[src/module_monitor_cfg.svh]
// Offsets, field positions, reset values and timing counts for the module monitor and control bank.
// Assumes byte addressing of the lower management memory as seen by the two-wire engine.
`ifndef MODULE_MONITOR_CFG_SVH
`define MODULE_MONITOR_CFG_SVH

// Byte offsets; every monitor pair starts at its more significant byte
`define OFS_TEMPERATURE 8'h0e
`define OFS_SUPPLY 8'h10
`define OFS_AUX_ONE 8'h12
`define OFS_AUX_TWO 8'h14
`define OFS_AUX_THREE 8'h16
`define OFS_VENDOR 8'h18
`define OFS_GLOBAL_CONTROL 8'h1a
`define OFS_RESERVED_PAIR 8'h1b
`define OFS_VENDOR_CONTROL 8'h1d
`define OFS_LAST 8'h1e

// Global control byte fields
`define GCTL_PIN_ENABLE_BIT 6
`define GCTL_SQUELCH_BIT 5
`define GCTL_SW_LOW_POWER_BIT 4
`define GCTL_SW_RESET_BIT 3
`define GCTL_RESET_VALUE 8'h40
`define GCTL_READ_MASK 8'h70

// Symmetric full-scale limits of the cooler current code
`define TEC_MOST_NEGATIVE 16'h8000
`define TEC_FULL_COOLING 16'h8001

// Reset hold time and clock rate
`define SYS_CLK_MHZ 50
`define RESET_HOLD_NS 10000
`define RESET_HOLD_CYCLES ((`RESET_HOLD_NS * `SYS_CLK_MHZ + 999) / 1000)

`endif

[src/module_monitor_pkg.sv]
// Types shared by the module monitor and control bank.
// Assumes the constants header is included by the design files that need numbers.
package module_monitor_pkg;

  // One byte access from the two-wire engine, strobes last one cycle
  typedef struct packed {
    logic rd;
    logic wr;
    logic [7:0] addr;
    logic [7:0] wdata;
  } host_access_t;

  // Raw samples delivered by the measurement front end
  typedef struct packed {
    logic [15:0] temperature;
    logic [15:0] supply;
    logic [15:0] aux_custom;
    logic [15:0] tec_current;
    logic [15:0] laser_temperature;
    logic [15:0] aux_supply;
    logic [15:0] vendor;
  } monitor_samples_t;

  // Software reset sequencer states
  typedef enum logic {RUNNING, SOFT_RESET} reset_state_t;

endpackage
[src/module_monitor_control_regs.sv]
// Module level monitor values and global control byte of the management memory.
// Assumes a two-wire engine ahead of it issuing single-cycle byte reads and writes, and
// inputs that are already synchronous to mclk.
//
// How it works
// - Temperature, signed, 1/256 degree steps.
// - Supply voltage, unsigned, 100 microvolt steps.
// - Aux one: custom or cooler current.
// - Aux two: laser temperature or cooler current.
// - Aux three: laser temperature or extra supply.
// - Cooler current symmetric, plus/minus 32767 full scale.
// - Vendor monitor signedness fixed by vendor.
// - Bit 6 gates low power pin.
// - Bit 5 selects squelch kind.
// - Bit 4 software low power request.
// - Bit 3 write-only self-clearing reset trigger.
// - Software reset equals held hardware reset; here it restores control defaults and holds module_reset, monitors kept.
`include "module_monitor_cfg.svh"

module module_monitor_control_regs
  import module_monitor_pkg::*;
#(
  parameter bit AUX_ONE_IS_TEC = 1'b0,
  parameter bit AUX_TWO_IS_TEC = 1'b0,
  parameter bit AUX_THREE_IS_SUPPLY = 1'b0,
  parameter bit VENDOR_IS_SIGNED = 1'b0,
  parameter int RESET_HOLD_CYCLES = `RESET_HOLD_CYCLES
) (
  input wire logic mclk,
  input wire logic sys_rst,
  input wire host_access_t host_access,
  output logic [7:0] host_rdata,
  output logic host_rvalid,
  output logic host_hit,
  input wire monitor_samples_t samples,
  input wire logic samples_valid,
  input wire logic pin_low_power_request,
  output logic low_power_request,
  output logic squelch_kind_select,
  output logic module_reset
);

  // Number of monitor pairs held in the bank
  localparam int MONITORS = 6;
  // Control byte value after either kind of reset
  localparam logic [7:0] GCTL_DEFAULT = `GCTL_RESET_VALUE;

  // Captured monitor words, index 0 is temperature
  logic [15:0] mon_reg [MONITORS];
  // Sources feeding each monitor word
  logic [15:0] mon_src [MONITORS];
  // Cooler current after clamping to the symmetric range
  logic [15:0] tec_code;

  // Stored global control bits 6..4
  logic pin_low_power_request_enable_reg;
  logic squelch_kind_reg;
  logic register_low_power_request_reg;

  // Reset sequencer
  reset_state_t state_reg, state_next;
  logic [15:0] hold_count_reg, hold_count_next;

  // Low byte held back by a high byte read
  logic [7:0] lsb_hold_reg;
  logic [2:0] hold_index_reg;
  logic hold_valid_reg;

  // Output flops
  logic [7:0] host_rdata_reg;
  logic host_rvalid_reg;
  logic host_hit_reg;
  logic low_power_request_reg;
  logic squelch_kind_select_reg;
  logic module_reset_reg;

  // Address decode
  wire logic in_monitors = (host_access.addr >= `OFS_TEMPERATURE) && (host_access.addr < `OFS_GLOBAL_CONTROL);
  wire logic in_bank = (host_access.addr >= `OFS_TEMPERATURE) && (host_access.addr <= `OFS_LAST);
  wire logic is_gctl = host_access.addr == `OFS_GLOBAL_CONTROL;
  wire logic [7:0] mon_offset = host_access.addr - `OFS_TEMPERATURE;
  wire logic [2:0] mon_index = mon_offset[3:1];
  wire logic is_high_byte = !mon_offset[0];
  wire logic [15:0] mon_word = in_monitors ? mon_reg[mon_index] : 16'h0000;

  // Writes land only while the module is out of reset
  wire logic gctl_write = host_access.wr && is_gctl && (state_reg == RUNNING);
  wire logic reset_trigger = gctl_write && host_access.wdata[`GCTL_SW_RESET_BIT];
  // Held low byte answers a low byte read of the same pair
  wire logic use_hold = hold_valid_reg && (hold_index_reg == mon_index) && !is_high_byte;

  // Read-back of the control byte, trigger and custom bits read as zero
  wire logic [7:0] gctl_read = {1'b0, pin_low_power_request_enable_reg, squelch_kind_reg,
                                register_low_power_request_reg, 4'h0} & `GCTL_READ_MASK;

  // Read data mux: monitors, control byte, reserved and custom bytes read zero
  wire logic [7:0] rdata_next = in_monitors ? (is_high_byte ? mon_word[15:8] :
                                               (use_hold ? lsb_hold_reg : mon_word[7:0])) :
                                (is_gctl ? gctl_read : 8'h00);

  // Pin gated by its enable, combined with the register request
  wire logic lp_next = (pin_low_power_request_enable_reg && pin_low_power_request) ||
                       register_low_power_request_reg;

  // Clamp the one code outside the symmetric scale to full cooling
  assign tec_code = (samples.tec_current == `TEC_MOST_NEGATIVE) ? `TEC_FULL_COOLING :
                    samples.tec_current;

  // Source selection per monitor, fixed by the advertised observable
  assign mon_src[0] = samples.temperature;
  assign mon_src[1] = samples.supply;
  assign mon_src[2] = AUX_ONE_IS_TEC ? tec_code : samples.aux_custom;
  assign mon_src[3] = AUX_TWO_IS_TEC ? tec_code : samples.laser_temperature;
  assign mon_src[4] = AUX_THREE_IS_SUPPLY ? samples.aux_supply : samples.laser_temperature;
  // Vendor word passes untouched; its signedness is the vendor's definition
  assign mon_src[5] = samples.vendor;

  // Monitor capture, one whole word per sample strobe
  for (genvar i = 0; i < MONITORS; i++) begin : g_monitor
    always_ff @(posedge mclk) begin
      if (sys_rst) begin
        mon_reg[i] <= 16'h0000;
      end else if (samples_valid) begin
        mon_reg[i] <= mon_src[i];
      end
    end
  end

  // Reset sequencer next state, trigger starts a full hold period
  always_comb begin
    state_next = state_reg;
    hold_count_next = hold_count_reg;
    unique case (state_reg)
      RUNNING: begin
        if (reset_trigger) begin
          state_next = SOFT_RESET;
          hold_count_next = 16'(RESET_HOLD_CYCLES - 1);
        end
      end
      SOFT_RESET: begin
        if (hold_count_reg == 16'h0000) begin
          state_next = RUNNING;
        end else begin
          hold_count_next = hold_count_reg - 16'h0001;
        end
      end
    endcase
  end

  // Sequencer registers
  always_ff @(posedge mclk) begin
    if (sys_rst) begin
      state_reg <= RUNNING;
      hold_count_reg <= 16'h0000;
    end else begin
      state_reg <= state_next;
      hold_count_reg <= hold_count_next;
    end
  end

  // Control bits: hardware reset and the trigger both restore defaults
  always_ff @(posedge mclk) begin
    if (sys_rst || reset_trigger) begin
      pin_low_power_request_enable_reg <= GCTL_DEFAULT[`GCTL_PIN_ENABLE_BIT];
      squelch_kind_reg <= GCTL_DEFAULT[`GCTL_SQUELCH_BIT];
      register_low_power_request_reg <= GCTL_DEFAULT[`GCTL_SW_LOW_POWER_BIT];
    end else if (gctl_write) begin
      pin_low_power_request_enable_reg <= host_access.wdata[`GCTL_PIN_ENABLE_BIT];
      squelch_kind_reg <= host_access.wdata[`GCTL_SQUELCH_BIT];
      register_low_power_request_reg <= host_access.wdata[`GCTL_SW_LOW_POWER_BIT];
    end
  end

  // High byte read freezes the low byte of the same pair
  always_ff @(posedge mclk) begin
    if (sys_rst) begin
      lsb_hold_reg <= 8'h00;
      hold_index_reg <= 3'h0;
      hold_valid_reg <= 1'b0;
    end else if (host_access.rd && in_monitors) begin
      lsb_hold_reg <= mon_word[7:0];
      hold_index_reg <= mon_index;
      hold_valid_reg <= is_high_byte;
    end
  end

  // Read answer, one cycle after the strobe
  always_ff @(posedge mclk) begin
    if (sys_rst) begin
      host_rdata_reg <= 8'h00;
      host_rvalid_reg <= 1'b0;
      host_hit_reg <= 1'b0;
    end else begin
      host_rdata_reg <= host_access.rd ? rdata_next : 8'h00;
      host_rvalid_reg <= host_access.rd;
      host_hit_reg <= (host_access.rd || host_access.wr) && in_bank;
    end
  end

  // Module-facing outputs
  always_ff @(posedge mclk) begin
    if (sys_rst) begin
      low_power_request_reg <= 1'b0;
      squelch_kind_select_reg <= 1'b0;
      module_reset_reg <= 1'b1;
    end else begin
      low_power_request_reg <= lp_next;
      squelch_kind_select_reg <= squelch_kind_reg;
      module_reset_reg <= state_next == SOFT_RESET;
    end
  end

  assign host_rdata = host_rdata_reg;
  assign host_rvalid = host_rvalid_reg;
  assign host_hit = host_hit_reg;
  assign low_power_request = low_power_request_reg;
  assign squelch_kind_select = squelch_kind_select_reg;
  assign module_reset = module_reset_reg;

  // Length of each software reset pulse, for checking only
  logic [15:0] pulse_len_reg;
  always_ff @(posedge mclk) begin
    if (sys_rst || !module_reset_reg) begin
      pulse_len_reg <= 16'h0000;
    end else begin
      pulse_len_reg <= pulse_len_reg + 16'h0001;
    end
  end

  // Temperature word follows its sample
  a_temp_capture: assert property (@(posedge mclk) disable iff (sys_rst)
    samples_valid |=> mon_reg[0] == $past(samples.temperature))
    else $error("temperature word did not follow its sample");

  // Supply word follows its sample
  a_supply_capture: assert property (@(posedge mclk) disable iff (sys_rst)
    samples_valid |=> mon_reg[1] == $past(samples.supply))
    else $error("supply word did not follow its sample");

  // Aux one source matches its advertisement
  a_aux_one_source: assert property (@(posedge mclk) disable iff (sys_rst)
    samples_valid |=> mon_reg[2] == (AUX_ONE_IS_TEC ? $past(tec_code) : $past(samples.aux_custom)))
    else $error("aux one carries the wrong observable");

  // Aux two source matches its advertisement
  a_aux_two_source: assert property (@(posedge mclk) disable iff (sys_rst)
    samples_valid |=> mon_reg[3] == (AUX_TWO_IS_TEC ? $past(tec_code) : $past(samples.laser_temperature)))
    else $error("aux two carries the wrong observable");

  // Aux three source matches its advertisement
  a_aux_three_source: assert property (@(posedge mclk) disable iff (sys_rst)
    samples_valid |=> mon_reg[4] == (AUX_THREE_IS_SUPPLY ? $past(samples.aux_supply) :
                                     $past(samples.laser_temperature)))
    else $error("aux three carries the wrong observable");

  // Cooler current never reads below full cooling
  a_tec_symmetric: assert property (@(posedge mclk) disable iff (sys_rst)
    (samples_valid && samples.tec_current == `TEC_MOST_NEGATIVE && (AUX_ONE_IS_TEC || AUX_TWO_IS_TEC))
      |=> ((!AUX_ONE_IS_TEC || mon_reg[2] == `TEC_FULL_COOLING) &&
           (!AUX_TWO_IS_TEC || mon_reg[3] == `TEC_FULL_COOLING)))
    else $error("cooler current left the symmetric range");

  // Vendor word is passed bit for bit
  a_vendor_passthru: assert property (@(posedge mclk) disable iff (sys_rst)
    samples_valid |=> mon_reg[5] == $past(samples.vendor))
    else $error("vendor word altered");

  // Disabled pin and no register request give no low power request
  a_pin_ignored: assert property (@(posedge mclk) disable iff (sys_rst)
    (!pin_low_power_request_enable_reg && !register_low_power_request_reg) |=> !low_power_request)
    else $error("low power pin not ignored");

  // Enabled pin raises the request next cycle
  a_pin_honoured: assert property (@(posedge mclk) disable iff (sys_rst)
    (pin_low_power_request_enable_reg && pin_low_power_request) |=> low_power_request)
    else $error("low power pin not honoured");

  // Squelch output follows a plain control write two cycles later
  a_squelch_write: assert property (@(posedge mclk) disable iff (sys_rst)
    (gctl_write && !reset_trigger) |-> ##2 squelch_kind_select == $past(host_access.wdata[`GCTL_SQUELCH_BIT], 2))
    else $error("squelch kind did not follow the write");

  // Hardware reset leaves the enable set and the request clear
  a_reset_defaults: assert property (@(posedge mclk)
    sys_rst |=> (pin_low_power_request_enable_reg && !register_low_power_request_reg && !squelch_kind_reg))
    else $error("control defaults wrong after reset");

  // Trigger bit always reads back as zero
  a_trigger_reads_zero: assert property (@(posedge mclk) disable iff (sys_rst)
    (host_access.rd && is_gctl) |=> !host_rdata[`GCTL_SW_RESET_BIT])
    else $error("reset trigger bit read as one");

  // Software reset pulse lasts exactly the hold time; the pulse that ends a hardware reset is not counted
  a_reset_hold: assert property (@(posedge mclk) disable iff (sys_rst)
    ($fell(module_reset) && !$past(sys_rst, 2)) |-> $past(pulse_len_reg) == 16'(RESET_HOLD_CYCLES - 1))
    else $error("software reset pulse has the wrong length");

  // Low byte right after a high byte read comes from the frozen sample
  a_pair_coherent: assert property (@(posedge mclk) disable iff (sys_rst)
    (host_access.rd && in_monitors && use_hold) |=> host_rdata == $past(lsb_hold_reg))
    else $error("pair read not coherent");

  // A trigger write restores the defaults and raises the module reset
  a_trigger_restores: assert property (@(posedge mclk) disable iff (sys_rst)
    reset_trigger |=> (module_reset && pin_low_power_request_enable_reg && !squelch_kind_reg &&
                       !register_low_power_request_reg))
    else $error("software reset trigger did not restore the defaults");

  // Writing zero to the trigger bit leaves the module running
  a_trigger_zero_idle: assert property (@(posedge mclk) disable iff (sys_rst)
    (host_access.wr && is_gctl && !host_access.wdata[`GCTL_SW_RESET_BIT] && state_reg == RUNNING)
      |=> !module_reset)
    else $error("writing zero to the trigger reset the module");

  // Control writes during the software reset hold are refused
  a_write_refused: assert property (@(posedge mclk) disable iff (sys_rst)
    (host_access.wr && is_gctl && state_reg == SOFT_RESET) |=> ($stable(pin_low_power_request_enable_reg) &&
      $stable(squelch_kind_reg) && $stable(register_low_power_request_reg)))
    else $error("control write landed during the software reset hold");

  // Software reset pulse never outlasts the hold time
  a_pulse_bounded: assert property (@(posedge mclk) disable iff (sys_rst)
    pulse_len_reg <= 16'(RESET_HOLD_CYCLES))
    else $error("software reset pulse outlasted the hold time");

  // Software request alone raises the low power request
  a_sw_request: assert property (@(posedge mclk) disable iff (sys_rst)
    register_low_power_request_reg |=> low_power_request)
    else $error("software low power request not passed on");

  // Pin enable bit follows a plain control write
  a_enable_write: assert property (@(posedge mclk) disable iff (sys_rst)
    (gctl_write && !reset_trigger) |=>
      pin_low_power_request_enable_reg == $past(host_access.wdata[`GCTL_PIN_ENABLE_BIT]))
    else $error("pin enable did not follow the write");

  // High byte read answers from the live word and freezes its low byte
  a_high_byte_read: assert property (@(posedge mclk) disable iff (sys_rst)
    (host_access.rd && in_monitors && is_high_byte) |=> (host_rdata == $past(mon_word[15:8]) &&
      hold_valid_reg && lsb_hold_reg == $past(mon_word[7:0])))
    else $error("high byte read did not freeze its pair");

endmodule // module_monitor_control_regs

[config.mk]
export PLATFORM = sky130hd
export DESIGN_NAME = module_monitor_control_regs
export DESIGN_NICKNAME = d
export VERILOG_FILES = /design/src/module_monitor_pkg.sv /design/src/module_monitor_control_regs.sv
export VERILOG_INCLUDE_DIRS = /design/src
export SDC_FILE = /design/constraint.sdc
export NUM_CORES = 1
export LEC_CHECK = 0
export BUFFER_PORTS_ARGS = -buffer_cell sky130_fd_sc_hd__clkbuf_2
export CAP_MARGIN = 20
export CORE_MARGIN = 3
export CORE_UTILIZATION = 58
export CTS_BUF_LIST = sky130_fd_sc_hd__clkbuf_2 sky130_fd_sc_hd__clkbuf_4 sky130_fd_sc_hd__clkbuf_8
export DETAILED_ROUTE_END_ITERATION = 16
export PLACE_DENSITY = 0.86
export SYNTH_ARGS = -nofsm -noshare
export SYNTH_HDL_FRONTEND = slang
export SYNTH_SLANG_ARGS = --single-unit
export TNS_END_PERCENT = 5
[constraint.sdc]
create_clock -name mclk -period 4.64 [get_ports mclk]
set_clock_uncertainty 0.05 [all_clocks]
set_input_delay 0.928 -clock mclk [delete_from_list [all_inputs] [get_ports mclk]]
set_output_delay 0.928 -clock mclk [all_outputs]
set_load 0.03 [all_outputs]
==> out/metrics.yaml <==
timing:
  hold_viol: 0
  max_freq_mhz: 325
  setup_viol: 0
  timing.final.crit_share_pct: 66.2
  tightestPinTransition_ns: 1.06
  setup_slack_ns: 1.57
  drv_slew: 0
  min_period_ns: 3.07
  finalSetupTns_ns: 0
  relSlewSlack_pct: 29.3
  rsz0062_at_grt: "false"
drt:
  wl_per_cell_um: 16.6
  detail_route.wirelength_um: 12200
  drt_iter0_markers: 267
  viasPerCell: 5.69
  drtAntennaViolNets: 0
  dr.pass1.iters: 5
  vias: 4186
  drc: 0
floorplan:
  io_pins: 147
  core-area_um2: 9860
  dieArea_um2: 11400
  fp-row-count: 36
  die_y_um: 107
  start_util_pct: 60.0
  die_x_um: 107
layout:
  antenna_cells: 0
  fillCellCount: 669
  drive_above_1_share_pct: 31.0
  post-route-util_pct: 71.1
  area_growth_pct: 18.6
  multiInputGateArea_um2: 2470
  largest_reg_flops: 80
  fin_nets: 727
  finalNonFillerCells: 736
  ff_latch_area_um2: 3300
synth:
  mappedNetlistArea_um2: 5920
  yosys_warnings: 0
  synth_compound_area_share_pct: 8.21
  synthArstFlopShare_pct: 0
  synthFlopType: "edfxtp_1"
  synth.distinct_cells: 51
  ys_seq_area_share_pct: 55.8
  synth_area_per_cell_um2: 12.2
  synth_xor_area_share_pct: 3.07
  synth.mux.area_fraction_pct: 10.5
  ys_ff_latch: 125
  yosys.area_share.adder_pct: 0.635
  synth_edf_count: 80
  synth_top_family_by_area: "simple AND/OR/NAND/NOR gates"
  syn_nets: 623
  yosys.area_share.simple_pct: 19.1
  syn_inst: 486
clock_network:
  postCtsSetupBuffers: 0
  clock_path_buffers: 2
  cts-htree-levels: 4
  post_cts_resized: 0
  clock_latency_ns: 0.42
  cts_tree: "yes"
  cts_buffers: 17
  ctsHoldBuffers: 0
  cts.clk_slew.worst_paths_ns: 0.07
  clock-root-buffer: "clkbuf_8"
  clkSinkCount: 125
power:
  combPwrFrac_pct: 9.5
  internal-power_w: 0.00202
  p_sw_share_pct: 21.3
  power.share.sequential_pct: 49.4
  p_leak_nw: 2.78
  p_switching_w: 0.000545
  p_total_w: 0.00257
  powerDensity_nw_per_um2: 366
  ir_drop_mv: 0.235
  pwr-share-clk_pct: 41.1
job:
  maxCapViolCount: 0
place:
  place_ws_ns: 1.15
  port_buffers: 110
  dp_hpwl_um: 8220
  dpl.cell_count: 702
  gp_congestion: 0.788
global_route:
  overflow: 0
  grt_first_pass_wirelength_um: 19700
  grt_max_degree: 81
  track_usage_pct: 22.4
  antenna_found_initial: 0
  grt_pass1_vias: 4129
min_path:
  worstHoldPathCells: 2
  hold_class: "flop to flop"
worst_setup_path:
  rr_worst_depth: 5
  worstSetupPathType: "input port to flop"
  arrival_ns: 3.30
  r2r_slack_ns: 2.35
  slowest_delay_ns: 0.73
  required_ns: 4.87
  startpoint_type: "input port"
  crit_chain: "clkbuf_2 -> buf_4 -> nand2_1 -> a211o_1 -> a21oi_2 -> mux2i_1 -> nor2_1"
  worst_setup_path_end_kind: "flop"
  slowest_stage: "a21oi_2"
  critPathMaxFanout: 37
outcome:
  status: "complete, no violations"
## layer usage
| metal | global-route usage (%) | vias up | wire (um) |
|---|---|---|---|
| met2 | 35.7 | 165 | 5960 |
| met5 | 0 | - | 0 |
| li1 | - | 1978 | - |
| met3 | 5.36 | 36 | 790 |
| met1 | 28.8 | 2007 | 5130 |
| met4 | 10.9 | 0 | 353 |
## layout make-up
class	count	area share, %
tap	133	2.37
inverter	5	0.268
clock inverter	7	1.93
sequential	125	47.1
multi-input combinational	326	35.3
timing repair buffer	115	8.61
clock buffer	25	4.46
## cell usage after synthesis (2+ instances only)
cell | count | share of area, %
nand2b_1 | 6 | 0.63
ha_1 | 3 | 0.63
nand3b_1 | 2 | 0.25
a2111oi_0 | 4 | 0.59
o21ai_0 | 13 | 1.1
buf_4 | 2 | 0.25
a211oi_1 | 13 | 1.6
inv_1 | 5 | 0.32
a32oi_1 | 6 | 0.89
a2bb2oi_1 | 2 | 0.30
nor2_1 | 44 | 2.8
nor2b_1 | 3 | 0.32
xnor2_1 | 13 | 1.9
mux4_2 | 16 | 6.1
dfxtp_1 | 45 | 15
or2_2 | 2 | 0.21
or3_1 | 4 | 0.42
nor4_4 | 2 | 0.72
and2_1 | 83 | 8.8
nor4_1 | 4 | 0.42
or3b_2 | 2 | 0.30
nor4_2 | 3 | 0.63
a31oi_1 | 2 | 0.21
nand2_1 | 18 | 1.1
nor2_2 | 2 | 0.21
a2111oi_2 | 3 | 0.76
mux2i_1 | 25 | 4.2
a21oi_1 | 20 | 1.7
xor2_1 | 5 | 0.74
or4_4 | 3 | 0.57
buf_2 | 7 | 0.59
edfxtp_1 | 80 | 41
clkbuf_1 | 20 | 1.3
nor3_1 | 7 | 0.59
## placed cells by master, fill, tap and decap left out, drive strengths merged, types with 7 or more instances in the layout
cell type and n:
nor2 46, mux4 16, o21ai 14, a2111oi 7, nor4 9, a211oi 13
and2 83, a21oi 21, nand2 18, clkbuf 135, edfxtp 80, xnor2 13
dfxtp 45, mux2i 25, nor3 8
## logic make-up (layout without fill, tap and decap cells)
kind of cell | after synthesis | in the layout
AOI/OAI and AO/OA | 71 | 71
muxes | 42 | 42
buffers and inverters | 35 | 152
adders and majority gates | 3 | 3
DFF | 125 | 125
and+or+nand+nor | 191 | 191
xor gates and xnor gates | 19 | 19
## per-stage QoR
| step | area [um^2] | hold slack [ns] |
|---|---|---|
| after floorplan | 5920 | 0.389 |
| after global placement | 6540 | 0.420 |
| after detailed placement | 6540 | 0.413 |
| after CTS | 6980 | 0.436 |
| after global routing | 7020 | 0.457 |
| final | 7020 | 0.435 |
## critical path, delay by kind of cell
kind	cells	cell delay, ns
AOI/OAI and AO/OA	2	1.11
buffers and inverters	2	0.66
muxes	1	0.32
and+or+nand+nor	2	0.28
## path summary, 6_finish.rpt
check,to,startpoint
max,lsb_hold_reg[1],host_access[9]
min,squelch_kind_reg,squelch_kind_reg
max reg2reg,host_rdata[2],hold_index_reg[2]
min reg2reg,squelch_kind_reg,squelch_kind_reg
## power groups by stage
| stage | clock, W | sequential [W] | combinational (W) |
|---|---|---|---|
| after floorplan | 0 | 0.00129 | 0.000157 |
| after global placement | 0 | 0.00129 | 0.000234 |
| after detailed placement | 0 | 0.00129 | 0.000242 |
| after CTS | 0.00106 | 0.00127 | 0.000243 |
| after global routing | 0.00111 | 0.00127 | 0.000267 |
| final | 0.00105 | 0.00127 | 0.000244 |
(Power assumes the default switching activity.)
